[config.mk]
export PLATFORM = sky130hd
export DESIGN_NAME = motion_signal_path_config_bank
export DESIGN_NICKNAME = d
export VERILOG_FILES = /design/src/motion_cfg_pkg.sv /design/src/motion_signal_path_config_bank.sv
export SDC_FILE = /design/constraint.sdc
export NUM_CORES = 1
export LEC_CHECK = 0
export ABC_AREA = 1
export BUFFER_PORTS_ARGS = -buffer_cell sky130_fd_sc_hd__buf_2
export CAP_MARGIN = 5
export CORE_UTILIZATION = 45
export CTS_CLUSTER_SIZE = 28
export DETAILED_ROUTE_END_ITERATION = 16
export GPL_TIMING_DRIVEN = 0
export SLEW_MARGIN = 20
export SYNTH_ARGS = -nofsm -noshare
export SYNTH_HDL_FRONTEND = slang
export SYNTH_SLANG_ARGS = --single-unit
[constraint.sdc]
create_clock -name i_mclk -period 2.8 [get_ports i_mclk]
set_input_delay 0 -clock i_mclk [delete_from_list [all_inputs] [get_ports i_mclk]]
set_output_delay 0 -clock i_mclk [all_outputs]
set_load 0.01 [all_outputs]
[src/motion_cfg_pkg.sv]
/*
 * Holds the offsets, field positions, reset values and carrier types of the
 * two indirectly reached configuration banks of the motion signal path.
 * Assumes an indirect-access engine elsewhere presents one register
 * request per cycle, in the main clock domain.
 */
package motion_cfg_pkg;

   // ==========================================================
   // Bank layout
   // ==========================================================
   localparam int GYRO_REG_COUNT = 11;
   localparam int ACCEL_REG_COUNT = 12;
   localparam logic BANK_GYRO = 1'h0;
   localparam logic BANK_ACCEL = 1'h1;

   // Gyro bank slot indices
   localparam int G_XLO = 0;
   localparam int G_XHI = 1;
   localparam int G_YLO = 2;
   localparam int G_YHI = 3;
   localparam int G_ZLO = 4;
   localparam int G_ZHI = 5;
   localparam int G_SRC = 6;
   localparam int G_NOTCH = 7;
   localparam int G_HPAVG = 8;
   localparam int G_AUXLP = 9;
   localparam int G_UILP = 10;

   // Accel bank slot indices
   localparam int A_XLO = 0;
   localparam int A_XHI = 1;
   localparam int A_YLO = 2;
   localparam int A_YHI = 3;
   localparam int A_ZLO = 4;
   localparam int A_ZHI = 5;
   localparam int A_SRC = 6;
   localparam int A_TEMP = 7;
   localparam int A_HPAVG = 8;
   localparam int A_AUXLP = 9;
   localparam int A_UILP = 10;
   localparam int A_BYP = 11;

   // Register offsets, in slot order
   localparam logic [7:0] GYRO_OFFS [GYRO_REG_COUNT] = '{
      8'h2A, 8'h2B, 8'h38, 8'h39, 8'h46, 8'h47, 8'hA6, 8'hA8, 8'hAA, 8'hAB, 8'hAC};
   localparam logic [7:0] ACCEL_OFFS [ACCEL_REG_COUNT] = '{
      8'h18, 8'h19, 8'h20, 8'h21, 8'h28, 8'h29, 8'h7B, 8'h80, 8'h81, 8'h82, 8'h83,
      8'h84};

   // Reset values, in slot order
   localparam logic [7:0] GYRO_RST [GYRO_REG_COUNT] = '{
      8'h00, 8'h00, 8'h00, 8'h00, 8'h00, 8'h00, 8'h1B, 8'h06, 8'h0A, 8'h09, 8'h80};
   localparam logic [7:0] ACCEL_RST [ACCEL_REG_COUNT] = '{
      8'h00, 8'h00, 8'h00, 8'h00, 8'h00, 8'h00, 8'h34, 8'h00, 8'h02, 8'h00, 8'h00,
      8'h03};

   // Storable bits; offset high bytes keep only bits 5:0
   localparam logic [7:0] GYRO_MASK [GYRO_REG_COUNT] = '{
      8'hFF, 8'h3F, 8'hFF, 8'h3F, 8'hFF, 8'h3F, 8'hFF, 8'hFF, 8'hFF, 8'hFF, 8'hFF};
   localparam logic [7:0] ACCEL_MASK [ACCEL_REG_COUNT] = '{
      8'hFF, 8'h3F, 8'hFF, 8'h3F, 8'hFF, 8'h3F, 8'hFF, 8'hFF, 8'hFF, 8'hFF, 8'hFF,
      8'hFF};

   // ==========================================================
   // Field positions
   // ==========================================================
   localparam int OFS_HI_MSB = 5;
   localparam int G_SRC_LSB = 5;
   localparam int A_SRC_LSB = 0;
   localparam int G_NOTCH_BIT = 1;
   localparam int G_STAB_HP_LSB = 5;
   localparam int G_AVG_LSB = 1;
   localparam int A_STAB_HP_LSB = 4;
   localparam int A_AVG_LSB = 0;
   localparam int AUX_LP_LSB = 0;
   localparam int G_AUX_HP_BYP_BIT = 7;
   localparam int G_UI_BYP_BIT = 4;
   localparam int A_UI_BYP_BIT = 5;
   localparam int UI_LP_LSB = 0;
   localparam int A_AUX_HP_BYP_BIT = 0;
   localparam int A_NOTCH_BIT = 2;
   localparam int TEMP_DEC_LSB = 3;
   localparam int TEMP_LP_LSB = 0;

   // ==========================================================
   // Codes
   // ==========================================================
   localparam logic [2:0] STAB_HP_BYPASS = 3'h0;
   localparam logic [2:0] STAB_HP_MAX = 3'h4;
   localparam logic [2:0] STAB_HP_RSVD = 3'h1;
   localparam logic [3:0] AVG_MAX_CODE = 4'hC;

   typedef enum logic [1:0] {
      SRC_ALL_OFF,
      SRC_FIR_ONLY,
      SRC_INTERP_FIR,
      SRC_DEBUG
   } src_mode_e;

   // ==========================================================
   // Carriers
   // ==========================================================
   typedef struct packed {
      logic bank;
      logic wr;
      logic rd;
      logic [7:0] addr;
      logic [7:0] wdata;
   } reg_req_s;

   typedef struct packed {
      logic signed [13:0] x_offset;
      logic signed [13:0] y_offset;
      logic signed [13:0] z_offset;
      src_mode_e src_mode;
      logic interp_en;
      logic fir_en;
      logic stab_notch_bypass;
      logic [2:0] stab_highpass_bw;
      logic stab_highpass_code_bad;
      logic [6:0] avg_samples;
      logic avg_code_bad;
      logic [2:0] aux_lowpass_bw;
      logic aux_highpass_bypass;
      logic ui_lowpass_bypass;
      logic [2:0] ui_lowpass_div_log2;
      logic bw_fir_and_ui;
   } axis_cfg_s;

   typedef struct packed {
      logic [7:0] decimation;
      logic [2:0] lowpass_bw;
   } temp_cfg_s;

endpackage

[src/motion_signal_path_config_bank.sv]
/*
 * Two indirectly reached banks of 8-bit configuration registers for the
 * gyro and accel signal paths, plus decoded settings for the datapath.
 * Assumes the indirect-access engine drives i_req synchronously to i_mclk
 * and that the filter datapaths consume the decoded settings.
 */
`timescale 1ns/1ps

// Function
// Gyro axis offsets are 14 bits: low byte, then upper six bits 5:0.
// Accel axis offsets are 14 bits: low byte, then upper six bits.
// Gyro rate converter bits 6:5: off, FIR only, interp+FIR, debug.
// Accel rate converter bits 1:0 use the same four codes.
// Gyro stabilisation-path notch bypassed while bit 1 is set.
// Stabilisation highpass select: bypass, 0.25, 0.062, 0.016 Hz; rest reserved.
// Gyro averaging bits 4:1 choose 1 to 64 samples over codes 0..12.
// Accel averaging bits 3:0 use the same sample-count table.
// Aux lowpass select: bypass then 1100..65 Hz; codes 6 and 7 both 65 Hz.
// Gyro aux highpass bypassed while bit 7 is set.
// Accel aux highpass bypassed while bit 0 is set.
// Accel stabilisation-path notch bypassed while bit 2 is set.
// Gyro UI lowpass bypassed on all axes while bit 4 is set.
// Accel UI lowpass bypassed on all axes while bit 5 is set.
// UI lowpass select: bypass, ODR/4 to ODR/128; code 7 also ODR/128.
// With the FIR on, bandwidth comes from FIR and UI lowpass together.
// Temperature decimation bits 5:3: bypass, then 2 up to 128.
// Temperature lowpass: bypass, 25% down to 1% of ODR; 7 also 1%.
// Banks reached only through the indirect access procedure.
// Offsets are signed two's complement, added after scaling.
// Host programs no reserved codes and writes zeros to reserved bits.
module motion_signal_path_config_bank
   import motion_cfg_pkg::*;
(
   // Clock and reset
   input wire logic i_mclk,
   input wire logic i_rst_n,
   // Indirect access request
   input wire reg_req_s i_req,
   // Read answer
   output logic [7:0] o_rdata,
   output logic o_rd_valid,
   output logic o_addr_err,
   // Decoded settings
   output axis_cfg_s o_gyro_cfg,
   output axis_cfg_s o_accel_cfg,
   output temp_cfg_s o_temp_cfg
);

   // ==========================================================
   // Helpers
   // ==========================================================

   // Slot lookup; returns -1 for an unmapped offset
   function automatic int gyro_slot(input logic [7:0] addr);
      int slot;
      slot = -1;
      for (int i = 0; i < GYRO_REG_COUNT; i++) begin
         if (GYRO_OFFS[i] == addr) begin
            slot = i;
         end
      end
      return slot;
   endfunction

   function automatic int accel_slot(input logic [7:0] addr);
      int slot;
      slot = -1;
      for (int i = 0; i < ACCEL_REG_COUNT; i++) begin
         if (ACCEL_OFFS[i] == addr) begin
            slot = i;
         end
      end
      return slot;
   endfunction

   // Averaging code to sample count; reserved codes fall back to 1
   function automatic logic [6:0] avg_samples(input logic [3:0] code);
      logic [6:0] n;
      n = 7'h01;
      case (code)
         4'h0: n = 7'h01;
         4'h1: n = 7'h02;
         4'h2: n = 7'h04;
         4'h3: n = 7'h05;
         4'h4: n = 7'h07;
         4'h5: n = 7'h08;
         4'h6: n = 7'h0A;
         4'h7: n = 7'h0B;
         4'h8: n = 7'h10;
         4'h9: n = 7'h12;
         4'hA: n = 7'h14;
         4'hB: n = 7'h20;
         4'hC: n = 7'h40;
         default: n = 7'h01;
      endcase
      return n;
   endfunction

   // Highpass code is reserved unless bypass or 2..4
   function automatic logic stab_hp_bad(input logic [2:0] code);
      return (code == STAB_HP_RSVD) || (code > STAB_HP_MAX);
   endfunction

   // Lowpass code to log2 of ODR divider; 0 means bypass, 7 folds onto 6
   function automatic logic [2:0] ui_div_log2(input logic [2:0] code);
      logic [2:0] d;
      d = 3'h0;
      if (code == 3'h0) begin
         d = 3'h0;
      end else if (code == 3'h7) begin
         d = 3'h7;
      end else begin
         d = code + 3'h1;
      end
      return d;
   endfunction

   // Seven-code aux lowpass, code 7 is the same 65 Hz corner as code 6
   function automatic logic [2:0] aux_lp_fold(input logic [2:0] code);
      return (code == 3'h7) ? 3'h6 : code;
   endfunction

   // Rate converter decode shared by both sensors
   function automatic src_mode_e src_decode(input logic [1:0] code);
      return src_mode_e'(code);
   endfunction

   // Decimation code to factor, 0 means bypass (factor 1)
   function automatic logic [7:0] temp_dec(input logic [2:0] code);
      return 8'h01 << code;
   endfunction

   // ==========================================================
   // Register storage
   // ==========================================================
   logic [7:0] gyro_r [GYRO_REG_COUNT];
   logic [7:0] accel_r [ACCEL_REG_COUNT];
   int req_gslot;
   int req_aslot;
   logic req_hit;

   // Reaching these slots needs the indirect engine; no direct address path
   always_comb begin
      req_gslot = gyro_slot(i_req.addr);
      req_aslot = accel_slot(i_req.addr);
      if (i_req.bank == BANK_GYRO) begin
         req_hit = (req_gslot >= 0);
      end else begin
         req_hit = (req_aslot >= 0);
      end
   end

   // Gyro bank writes; bits outside the mask stay zero
   always_ff @(posedge i_mclk) begin
      if (!i_rst_n) begin
         for (int i = 0; i < GYRO_REG_COUNT; i++) begin
            gyro_r[i] <= GYRO_RST[i];
         end
      end else if (i_req.wr && i_req.bank == BANK_GYRO && req_gslot >= 0) begin
         gyro_r[req_gslot] <= i_req.wdata & GYRO_MASK[req_gslot];
      end
   end

   // Accel bank writes
   always_ff @(posedge i_mclk) begin
      if (!i_rst_n) begin
         for (int i = 0; i < ACCEL_REG_COUNT; i++) begin
            accel_r[i] <= ACCEL_RST[i];
         end
      end else if (i_req.wr && i_req.bank == BANK_ACCEL && req_aslot >= 0) begin
         accel_r[req_aslot] <= i_req.wdata & ACCEL_MASK[req_aslot];
      end
   end

   // ==========================================================
   // Read answer
   // ==========================================================

   // Answer one cycle after the request; unmapped reads return zero
   always_ff @(posedge i_mclk) begin
      if (!i_rst_n) begin
         o_rdata <= 8'h00;
         o_rd_valid <= 1'b0;
         o_addr_err <= 1'b0;
      end else begin
         o_rd_valid <= i_req.rd;
         o_addr_err <= (i_req.rd || i_req.wr) && !req_hit;
         if (i_req.rd && req_hit) begin
            o_rdata <= (i_req.bank == BANK_GYRO) ? gyro_r[req_gslot] : accel_r[req_aslot];
         end else if (i_req.rd) begin
            o_rdata <= 8'h00;
         end
      end
   end

   // ==========================================================
   // Gyro decode
   // ==========================================================
   src_mode_e g_src;
   assign g_src = src_decode(gyro_r[G_SRC][G_SRC_LSB +: 2]);

   // Settings reach the datapath one cycle after the write lands
   always_ff @(posedge i_mclk) begin
      if (!i_rst_n) begin
         o_gyro_cfg <= '0;
      end else begin
         // Signed two's complement; scaling happens in the datapath
         o_gyro_cfg.x_offset <= {gyro_r[G_XHI][OFS_HI_MSB:0], gyro_r[G_XLO]};
         o_gyro_cfg.y_offset <= {gyro_r[G_YHI][OFS_HI_MSB:0], gyro_r[G_YLO]};
         o_gyro_cfg.z_offset <= {gyro_r[G_ZHI][OFS_HI_MSB:0], gyro_r[G_ZLO]};
         o_gyro_cfg.src_mode <= g_src;
         o_gyro_cfg.interp_en <= (g_src == SRC_INTERP_FIR);
         o_gyro_cfg.fir_en <= (g_src == SRC_FIR_ONLY) || (g_src == SRC_INTERP_FIR);
         o_gyro_cfg.stab_notch_bypass <= gyro_r[G_NOTCH][G_NOTCH_BIT];
         o_gyro_cfg.stab_highpass_bw <= gyro_r[G_HPAVG][G_STAB_HP_LSB +: 3];
         o_gyro_cfg.stab_highpass_code_bad <= stab_hp_bad(gyro_r[G_HPAVG][G_STAB_HP_LSB +: 3]);
         o_gyro_cfg.avg_samples <= avg_samples(gyro_r[G_HPAVG][G_AVG_LSB +: 4]);
         o_gyro_cfg.avg_code_bad <= gyro_r[G_HPAVG][G_AVG_LSB +: 4] > AVG_MAX_CODE;
         o_gyro_cfg.aux_lowpass_bw <= aux_lp_fold(gyro_r[G_AUXLP][AUX_LP_LSB +: 3]);
         o_gyro_cfg.aux_highpass_bypass <= gyro_r[G_UILP][G_AUX_HP_BYP_BIT];
         o_gyro_cfg.ui_lowpass_bypass <= gyro_r[G_UILP][G_UI_BYP_BIT];
         o_gyro_cfg.ui_lowpass_div_log2 <= ui_div_log2(gyro_r[G_UILP][UI_LP_LSB +: 3]);
         // FIR and UI lowpass together set the bandwidth while FIR runs and the UI lowpass is not bypassed
         o_gyro_cfg.bw_fir_and_ui <= (g_src == SRC_FIR_ONLY || g_src == SRC_INTERP_FIR)
            && !gyro_r[G_UILP][G_UI_BYP_BIT];
      end
   end

   // ==========================================================
   // Accel decode
   // ==========================================================
   src_mode_e a_src;
   assign a_src = src_decode(accel_r[A_SRC][A_SRC_LSB +: 2]);

   // Same shape as the gyro decode, different field positions
   always_ff @(posedge i_mclk) begin
      if (!i_rst_n) begin
         o_accel_cfg <= '0;
      end else begin
         o_accel_cfg.x_offset <= {accel_r[A_XHI][OFS_HI_MSB:0], accel_r[A_XLO]};
         o_accel_cfg.y_offset <= {accel_r[A_YHI][OFS_HI_MSB:0], accel_r[A_YLO]};
         o_accel_cfg.z_offset <= {accel_r[A_ZHI][OFS_HI_MSB:0], accel_r[A_ZLO]};
         o_accel_cfg.src_mode <= a_src;
         o_accel_cfg.interp_en <= (a_src == SRC_INTERP_FIR);
         o_accel_cfg.fir_en <= (a_src == SRC_FIR_ONLY) || (a_src == SRC_INTERP_FIR);
         o_accel_cfg.stab_notch_bypass <= accel_r[A_BYP][A_NOTCH_BIT];
         o_accel_cfg.stab_highpass_bw <= accel_r[A_HPAVG][A_STAB_HP_LSB +: 3];
         o_accel_cfg.stab_highpass_code_bad <= stab_hp_bad(accel_r[A_HPAVG][A_STAB_HP_LSB +: 3]);
         o_accel_cfg.avg_samples <= avg_samples(accel_r[A_HPAVG][A_AVG_LSB +: 4]);
         o_accel_cfg.avg_code_bad <= accel_r[A_HPAVG][A_AVG_LSB +: 4] > AVG_MAX_CODE;
         o_accel_cfg.aux_lowpass_bw <= aux_lp_fold(accel_r[A_AUXLP][AUX_LP_LSB +: 3]);
         o_accel_cfg.aux_highpass_bypass <= accel_r[A_BYP][A_AUX_HP_BYP_BIT];
         o_accel_cfg.ui_lowpass_bypass <= accel_r[A_UILP][A_UI_BYP_BIT];
         o_accel_cfg.ui_lowpass_div_log2 <= ui_div_log2(accel_r[A_UILP][UI_LP_LSB +: 3]);
         o_accel_cfg.bw_fir_and_ui <= (a_src == SRC_FIR_ONLY || a_src == SRC_INTERP_FIR)
            && !accel_r[A_UILP][A_UI_BYP_BIT];
      end
   end

   // ==========================================================
   // Temperature decode
   // ==========================================================

   // Decimation sets the temperature processing rate; lowpass 7 folds to 6
   always_ff @(posedge i_mclk) begin
      if (!i_rst_n) begin
         o_temp_cfg <= '0;
      end else begin
         o_temp_cfg.decimation <= temp_dec(accel_r[A_TEMP][TEMP_DEC_LSB +: 3]);
         o_temp_cfg.lowpass_bw <= aux_lp_fold(accel_r[A_TEMP][TEMP_LP_LSB +: 3]);
      end
   end

endmodule // motion_signal_path_config_bank

==> tab_implementation.tex, run 1 <==
\begin{tabular}{lr}
\hline
Metric & Value \\
\hline
\multicolumn{2}{l}{\textbf{Logic synthesis}} \\
Cell types with the largest area share after synthesis & sky130\_fd\_sc\_hd\_\_edfxtp\_1 43\%, sky130\_fd\_sc\_hd\_\_dfxtp\_1 19\%, sky130\_fd\_sc\_hd\_\_nand2\_1 13\% \\
EDFF count, synth & 248 \\
Warnings from Yosys & 0 \\
Avg Synthesized Cell Area & 8.81 um2 \\
FFs w/ async S/R, synth & 0 \\
Portion of synthesized cell area occupied by the leading cell type & 0.425 \\
Xor and xnor fraction of the mapped netlist area & 0 \\
Combinational family with the most area after synthesis & simple AND/OR/NAND/NOR gates \\
Share of the yosys chip area belonging to registers & 0.614 \\
Multiplexer share of the synthesized area & 0 \\
Distinct cells, synth & 36 \\
Main flop type after synthesis & sky130\_fd\_sc\_hd\_\_edfxtp\_1 \\
Synthesized flop and latch total & 413 \\
Post-synthesis share of cell area spent on full adders, half adders and majority gates & 0.0114 \\
Compound-cell area share of the yosys netlist & 0.0184 \\
Cell with the most instances after synthesis & sky130\_fd\_sc\_hd\_\_nand2\_1 \\
Synthesized instance count & 1986 \\
Most numerous cell types in the synthesized netlist & 602 x sky130\_fd\_sc\_hd\_\_nand2\_1, 305 x sky130\_fd\_sc\_hd\_\_inv\_1, 248 x sky130\_fd\_sc\_hd\_\_edfxtp\_1 \\
Synthesized-area fraction occupied by and/or/nand/nor cells & 0.265 \\
Post-synthesis instance area & 0.0175 mm2 \\
Most area-hungry cell type in the Yosys netlist & sky130\_fd\_sc\_hd\_\_edfxtp\_1 \\
\multicolumn{2}{l}{\textbf{Detailed routing}} \\
Top Layer Used & met4 \\
Routed length on met3 & 4.74 mm \\
Routed via count divided by cell count & 5.07 \\
Vias after detailed routing & 14457 \\
Routed length per instance & 18.9 um \\
DRT antenna net count & 0 \\
Met2 wire length & 22.8 mm \\
DRC violation total after the first TritonRoute iteration & 1418 \\
Sum of routed wire length over all layers & 53.8 mm \\
Post-route DRC & 0 \\
Detailed-route wire length on metal 1 & 24.5 mm \\
Number of iterations in the first detailed-routing pass & 6 \\
\multicolumn{2}{l}{\textbf{Clock network}} \\
Clock tree from TritonCTS & done \\
Worst skew pair latency & 580 ps \\
H-tree depth & 2 \\
Num CTS Buffers & 44 \\
Postcts setup bufs & 0 \\
Clock tree root buffer cell & sky130\_fd\_sc\_hd\_\_clkbuf\_16 \\
Maximum root-to-sink buffer count & 3 \\
Clock net sink count & 413 \\
Clock transition time at the flip-flop clock pins of the worst setup and hold paths & 70 ps \\
\multicolumn{2}{l}{\textbf{GRT}} \\
Pin count of the biggest net entering global routing & 16 \\
Antenna violations before repair & 2 \\
Remaining global-route overflow & 0 \\
Overall fraction of global-route tracks in use & 0.274 \\
Global-route wire length before repair & 79.2 mm \\
Number of global-route vias before repair & 13304 \\
\multicolumn{2}{l}{\textbf{Timing}} \\
Worst Tran Pin Value & 1100 ps \\
Final setup violating endpoints & 0 \\
Number of failing hold endpoints at the final stage & 0 \\
Final worst clock skew & 16.0 ps \\
Highest Clock Rate & 0.396 GHz \\
Count of final max-slew check failures & 0 \\
Minimum clock period after layout & 2530 ps \\
Slew Limit Headroom & 0.267 \\
Crit path setup slack, layout & 275 ps \\
Setup repair after global routing missed its margin & no \\
Period utilization & 0.902 \\
\multicolumn{2}{l}{\textbf{Critical path}} \\
Kind of end point of the critical path & register \\
Worst endpoint data arrival time & 2740 ps \\
Worst setup path class & input port to register \\
Startpoint Class & input port \\
Critical path startpoint & i\_rst\_n \\
R2r startpoint & accel\_r[8][0] \\
Maximum fanout along the worst path & 10 \\
Worst endpoint required time & 3010 ps \\
\multicolumn{2}{l}{\textbf{Final layout}} \\
Layout overhead on the synthesized area & 19.6\% \\
Post-layout nets & 2339 \\
Number of non-filler instances in the completed layout & 2852 \\
Share of layout cells above drive strength 1 & 0.129 \\
FILL cells & 3617 \\
Design area & 0.0209 mm2 \\
End-of-flow core utilization & 0.552 \\
\multicolumn{2}{l}{\textbf{Power and ir drop}} \\
Leakage power total & 0.0103 uW \\
Peak supply drop & 0.480 mV \\
Cell Pwr Density & 656 mW/mm2 \\
\multicolumn{2}{l}{\textbf{Floorplan}} \\
Ports & 178 \\
Area of the placeable core & 0.0379 mm2 \\
Initial core utilization & 0.461 \\
Die outline area & 0.0397 mm2 \\
Die Span Y & 199 um \\
Horizontal extent of the die & 199 um \\
Number of placement rows & 71 \\
\multicolumn{2}{l}{\textbf{Run}} \\
Max-cap violations & 0 \\
\multicolumn{2}{l}{\textbf{Outcome}} \\
Result of the run & completed \\
\multicolumn{2}{l}{\textbf{Placement}} \\
RePlAce Congestion & 0.933 \\
HPWL reported at the end of detailed placement & 39.2 mm \\
Post-Place Setup Slack & -179 ps \\
Total placed instance area & 0.0193 mm2 \\
Post-placement cell count & 2756 \\
Total of buffers placed on input and output ports & 175 \\
\multicolumn{2}{l}{\textbf{Worst hold path}} \\
Hold Path Class & input port to register \\
Hold path start & i\_req[14] \\
\hline
\end{tabular}
## timing repair
item / 4_1_cts / 5_1_grt
hold buffers: 11 / 0
setup endpoints to repair: 0 / 0
endpoints found under the hold margin: 60 / 0
gates resized for setup: 0 / 0
## path summary, 6_finish.rpt
check / endpoint / slack [ps] / cells past startpoint
setup / recovery: accel_r[4][1] / 270 / 5
hold / removal: accel_r[6][2] / 60 / 6
setup reg to reg: o_rdata[0] / 1220 / 10
hold reg to reg: o_accel_cfg[50] / 470 / 2
## layout by cell type (no fill, tap or decap), drive strengths merged
cell,netlist,final
nor2,211,211
edfxtp,248,248
conb,1,84
diode,0,3
a21oi,25,25
a211oi,3,3
nand2,606,606
o22ai,5,5
dfxtp,165,165
or2,3,3
o211ai,1,1
o21ai,21,21
nor4,5,5
clkbuf,74,142
buf,18,194
nor3b,1,1
inv,320,328
nand3b,2,2
o211a,1,1
clkinv,5,11
o2111ai,1,1
nand3,113,113
nor3,21,21
ha,16,16
dlygate4sd3,0,11
nand4,120,120
## power breakdown
part | switching, uW | total (uW) | internal [uW]
Sequential | 137 | 6900 | 6760
Clock | 2450 | 5870 | 3420
Combinational | 672 | 969 | 296
## metrics by stage
stage	setup TNS [ps]	total power (uW)	hold slack, ps
final	0	13700	55.6
after global routing	0	14200	91.5
after CTS	0	13800	18.7
after detailed placement	-7760	7970	247
after global placement	-11560	7950	237
after floorplan	0	7540	93.5
## cell families (layout without fill, tap and decap cells)
family          count (synthesis)  after routing
simple gates                 1082           1082
buf+inv                       417            686
flops                         413            413
compound gates                 57             57
fa+ha+maj                      16             16
other cells                     1             87
## routing by layer
metal	vias to the layer above	track usage
met4	0	0.108
li1	6891	-
met1	6786	0.401
met5	-	0
met2	677	0.403
met3	103	0.0457
## state kept, by name (all words and copies together), names as in the netlist
name / cells
accel_r: 128
gyro_r: 128
o_accel_cfg: 68
o_rdata: 8
o_gyro_cfg: 68
o_addr_err: 1
o_temp_cfg: 11
o_rd_valid: 1
## final cells by class
class / instances / area, um2 / area share
sequential: 413 / 10800 / 0.514
multi-input combinational: 1239 / 5470 / 0.261
clock buffer: 68 / 1380 / 0.0659
inverter: 325 / 1220 / 0.0583
timing repair buffer: 187 / 993 / 0.0475
tap: 511 / 639 / 0.0305
buffer: 92 / 377 / 0.0180
clock inverter: 14 / 93.8 / 0.00448
antenna: 3 / 7.51 / 0.000359
## critical path: stages
cell and delay [ps]:
sky130_fd_sc_hd__dlygate4sd3_1 530, sky130_fd_sc_hd__clkbuf_1 320, sky130_fd_sc_hd__clkbuf_1 690, sky130_fd_sc_hd__clkbuf_1 720, sky130_fd_sc_hd__nand2_1 460
Power figures use the tool's default switching activity.
==> run 2: changes to the inputs <==
--- a/config.mk
+++ b/config.mk
@@ -8,10 +8,13 @@
 export ABC_AREA = 1
 export BUFFER_PORTS_ARGS = -buffer_cell sky130_fd_sc_hd__buf_2
 export CAP_MARGIN = 5
+export CELL_PAD_IN_SITES_DETAIL_PLACEMENT = 0
+export CELL_PAD_IN_SITES_GLOBAL_PLACEMENT = 1
 export CORE_UTILIZATION = 45
 export CTS_CLUSTER_SIZE = 28
 export DETAILED_ROUTE_END_ITERATION = 16
 export GPL_TIMING_DRIVEN = 0
+export PLACE_DENSITY_LB_ADDON = 0.1
 export SLEW_MARGIN = 20
 export SYNTH_ARGS = -nofsm -noshare
 export SYNTH_HDL_FRONTEND = slang
==> tab_implementation.tex, run 2 (synthesized netlist as in run 1, its figures left out) <==
\begin{tabular}{lr}
\hline
Metric & Value \\
\hline
\multicolumn{2}{l}{\textbf{Detailed routing}} \\
Post-route DRC & 0 (unchanged) \\
Number of iterations in the first detailed-routing pass & 7 (+1) \\
Routed length on met3 & 4.60 mm (-2.9\%) \\
DRC violation total after the first TritonRoute iteration & 1385 (-2.3\%) \\
Detailed-route wire length on metal 1 & 24.6 mm (+0.42\%) \\
Routed via count divided by cell count & 5.05 (-0.32\%) \\
Met2 wire length & 23.5 mm (+3.0\%) \\
Sum of routed wire length over all layers & 54.2 mm (+0.74\%) \\
Vias after detailed routing & 14395 (-0.43\%) \\
Routed length per instance & 19.0 um (+0.84\%) \\
Top Layer Used & met5 \\
DRT antenna net count & 0 (unchanged) \\
\multicolumn{2}{l}{\textbf{Timing}} \\
Sum of negative setup slack & 0 ps (unchanged) \\
Highest Clock Rate & 0.380 GHz (-4.0\%) \\
Minimum clock period after layout & 2630 ps (+106 ps) \\
Worst Tran Pin Value & 1050 ps (-47.1 ps) \\
Final-layout worst hold slack & 46.2 ps (-9.46 ps) \\
Final setup violating endpoints & 0 (unchanged) \\
Period utilization & 0.940 (+0.0380) \\
Slew Limit Headroom & 0.299 (+0.0314) \\
Setup repair after global routing missed its margin & no \\
Number of failing hold endpoints at the final stage & 0 (unchanged) \\
Final worst clock skew & 24.1 ps (+8.07 ps) \\
Count of final max-slew check failures & 0 (unchanged) \\
\multicolumn{2}{l}{\textbf{Power and ir drop}} \\
Cell internal power dissipation & 10400 uW (-1.1\%) \\
Seq pwr share & 0.506 (+0.004) \\
Leakage power total & 0.0103 uW (-0.13\%) \\
Switching part of the total & 0.240 (+0.00275) \\
Share of total power in the clock network & 0.423 (-0.004) \\
Peak supply drop & 0.397 mV (-17\%) \\
Logic pwr share & 0.071 (about the same) \\
Cell Pwr Density & 653 mW/mm2 (-0.52\%) \\
Switching pwr & 3270 uW (+0.43\%) \\
\multicolumn{2}{l}{\textbf{Critical path}} \\
Worst endpoint data arrival time & 2860 ps (+120 ps) \\
R2r startpoint & accel\_r[11][2] \\
Kind of end point of the critical path & register \\
Standard cell with the maximum stage delay on the critical path & sky130\_fd\_sc\_hd\_\_buf\_1 \\
CP cell instances & buf\_2, inv\_1, nand2\_1, nor3\_1, nand2\_2, nand2\_1, nor2\_1, inv\_2, buf\_1, nand2\_1, inv\_1, nand2\_1, nand2\_1 \\
Worst reg2reg path depth & 10 (unchanged) \\
Critical path capture point & accel\_r[0][3] \\
Worst setup path class & input port to register \\
Critical path startpoint & i\_req[10] \\
Most used cell, CP & sky130\_fd\_sc\_hd\_\_nand2\_1 \\
Maximum fanout along the worst path & 10 (unchanged) \\
Worst endpoint required time & 3030 ps (+20 ps) \\
Flop2flop setup slack & 1240 ps (+20 ps) \\
RR Endpoint & o\_rdata[2] \\
Startpoint Class & input port \\
Max stage delay on crit path & 550 ps (-170 ps) \\
\multicolumn{2}{l}{\textbf{Placement}} \\
HPWL reported at the end of detailed placement & 39.7 mm (+1.4\%) \\
RePlAce Congestion & 0.913 (-2.2\%) \\
Total of buffers placed on input and output ports & 175 (unchanged) \\
\multicolumn{2}{l}{\textbf{Clock network}} \\
Worst skew pair latency & 580 ps (about the same) \\
Clock tree root buffer cell & sky130\_fd\_sc\_hd\_\_clkbuf\_16 \\
Clock tree from TritonCTS & done \\
Clock net sink count & 413 (unchanged) \\
Num CTS Buffers & 45 (+2.3\%) \\
Maximum root-to-sink buffer count & 3 (unchanged) \\
Clock transition time at the flip-flop clock pins of the worst setup and hold paths & 60 ps (about the same) \\
H-tree depth & 2 (unchanged) \\
\multicolumn{2}{l}{\textbf{Final layout}} \\
Layout overhead on the synthesized area & 19.4\% \\
Post-layout nets & 2339 (unchanged) \\
Most common cell after layout, fill and taps aside & sky130\_fd\_sc\_hd\_\_nand2\_1 \\
Antenna fix cells & 0 (-3) \\
Commonest non-fill, non-tap cells in the layout & 602 x sky130\_fd\_sc\_hd\_\_nand2\_1, 305 x sky130\_fd\_sc\_hd\_\_inv\_1, 248 x sky130\_fd\_sc\_hd\_\_edfxtp\_1 \\
Share of layout cells above drive strength 1 & 0.129 (+0.000428) \\
Regs by FF count & accel\_r: 128 flops, gyro\_r: 128 flops \\
\multicolumn{2}{l}{\textbf{GRT}} \\
Number of global-route vias before repair & 13332 (+0.21\%) \\
Global-route wire length before repair & 79.4 mm (+0.21\%) \\
Remaining global-route overflow & 0 (unchanged) \\
Overall fraction of global-route tracks in use & 0.276 (+0.00211) \\
Antenna violations before repair & 3 (+1) \\
Pin count of the biggest net entering global routing & 16 (unchanged) \\
\multicolumn{2}{l}{\textbf{Floorplan}} \\
Ports & 178 (unchanged) \\
Area of the placeable core & 0.0379 mm2 (unchanged) \\
Initial core utilization & 0.461 (unchanged) \\
Die outline area & 0.0397 mm2 (unchanged) \\
Number of placement rows & 71 (unchanged) \\
Horizontal extent of the die & 199 um (unchanged) \\
Die Span Y & 199 um (unchanged) \\
\multicolumn{2}{l}{\textbf{Run}} \\
Max-cap violations & 0 (unchanged) \\
\multicolumn{2}{l}{\textbf{Worst hold path}} \\
Hold Path Class & input port to register \\
\multicolumn{2}{l}{\textbf{Outcome}} \\
Result of the run & completed \\
\hline
\end{tabular}
## run 2: changes by cell type in the layout (fill, tap and decap cells not counted), sizes merged
cell,previous run,this run
clkinv,11,17
buf,194,195
dlygate4sd3,11,10
diode,3,0
clkbuf,142,136
## run 2: per-stage QoR
| stage | setup slack (ps) | total power [uW] | util | std cells | area (um2) |
|---|---|---|---|---|---|
| after global placement | -695 | 7960 | 0.510 | 2755 | 19300 |
| after floorplan | 580 | 7540 | - | 2069 | 17800 |
| after CTS | 313 | 13700 | 0.551 | 2849 | 20900 |
| final | 168 | 13600 | 0.551 | 2849 | 20900 |
| after global routing | 0.0506 | 14100 | 0.551 | 2849 | 20900 |
| after detailed placement | -297 | 7970 | 0.510 | 2756 | 19300 |
## run 2: how the worst min path moves through the flow
stage                   start         endpoint  slack (ps)  cells past startpoint
finish                i_rst_n  o_accel_cfg[19]          50                      3
global route          i_rst_n  o_accel_cfg[19]          40                      3
CTS                   i_rst_n  o_accel_cfg[19]          10                      3
detailed placement   i_req[1]   accel_r[12][1]         240                      1
global placement     i_req[1]   accel_r[12][1]         230                      1
floorplan           i_req[16]       o_rd_valid          90                      2
## run 2: cell type report
type                       count  area (um2)
clock buffer                  63        1310
timing repair buffer         186         983
fill                        3678       17000
tap                          511         639
inverter                     325        1220
clock inverter                20         136
multi-input combinational   1239        5470
sequential                   413       10800
buffer                        92         377
## run 2: critical path: cells and delay by family
| kind | cells | cell delay (ps) |
|---|---|---|
| and+or+nand+nor | 8 | 1750 |
| buffers and inverters | 5 | 1080 |
## run 2: power groups by stage
stage | Combinational, uW | Clock [uW] | Sequential, uW
floorplan | 501 | 0 | 7040
global placement | 941 | 0 | 7020
detailed placement | 947 | 0 | 7030
CTS | 962 | 5850 | 6900
global route | 1070 | 6090 | 6930
finish | 965 | 5770 | 6900
## run 2: routing by layer
metal,vias up,global-route usage
met1,6788,0.405
met4,2,0.0846
met3,84,0.0484
met2,627,0.414
li1,6894,-
met5,-,0
## run 2: repair_timing
item,CTS,global route
resized for setup,0,1
setup endpoints to repair,0,3
endpoints found under the hold margin,65,0
hold buffers,10,0
setup buffers,0,0
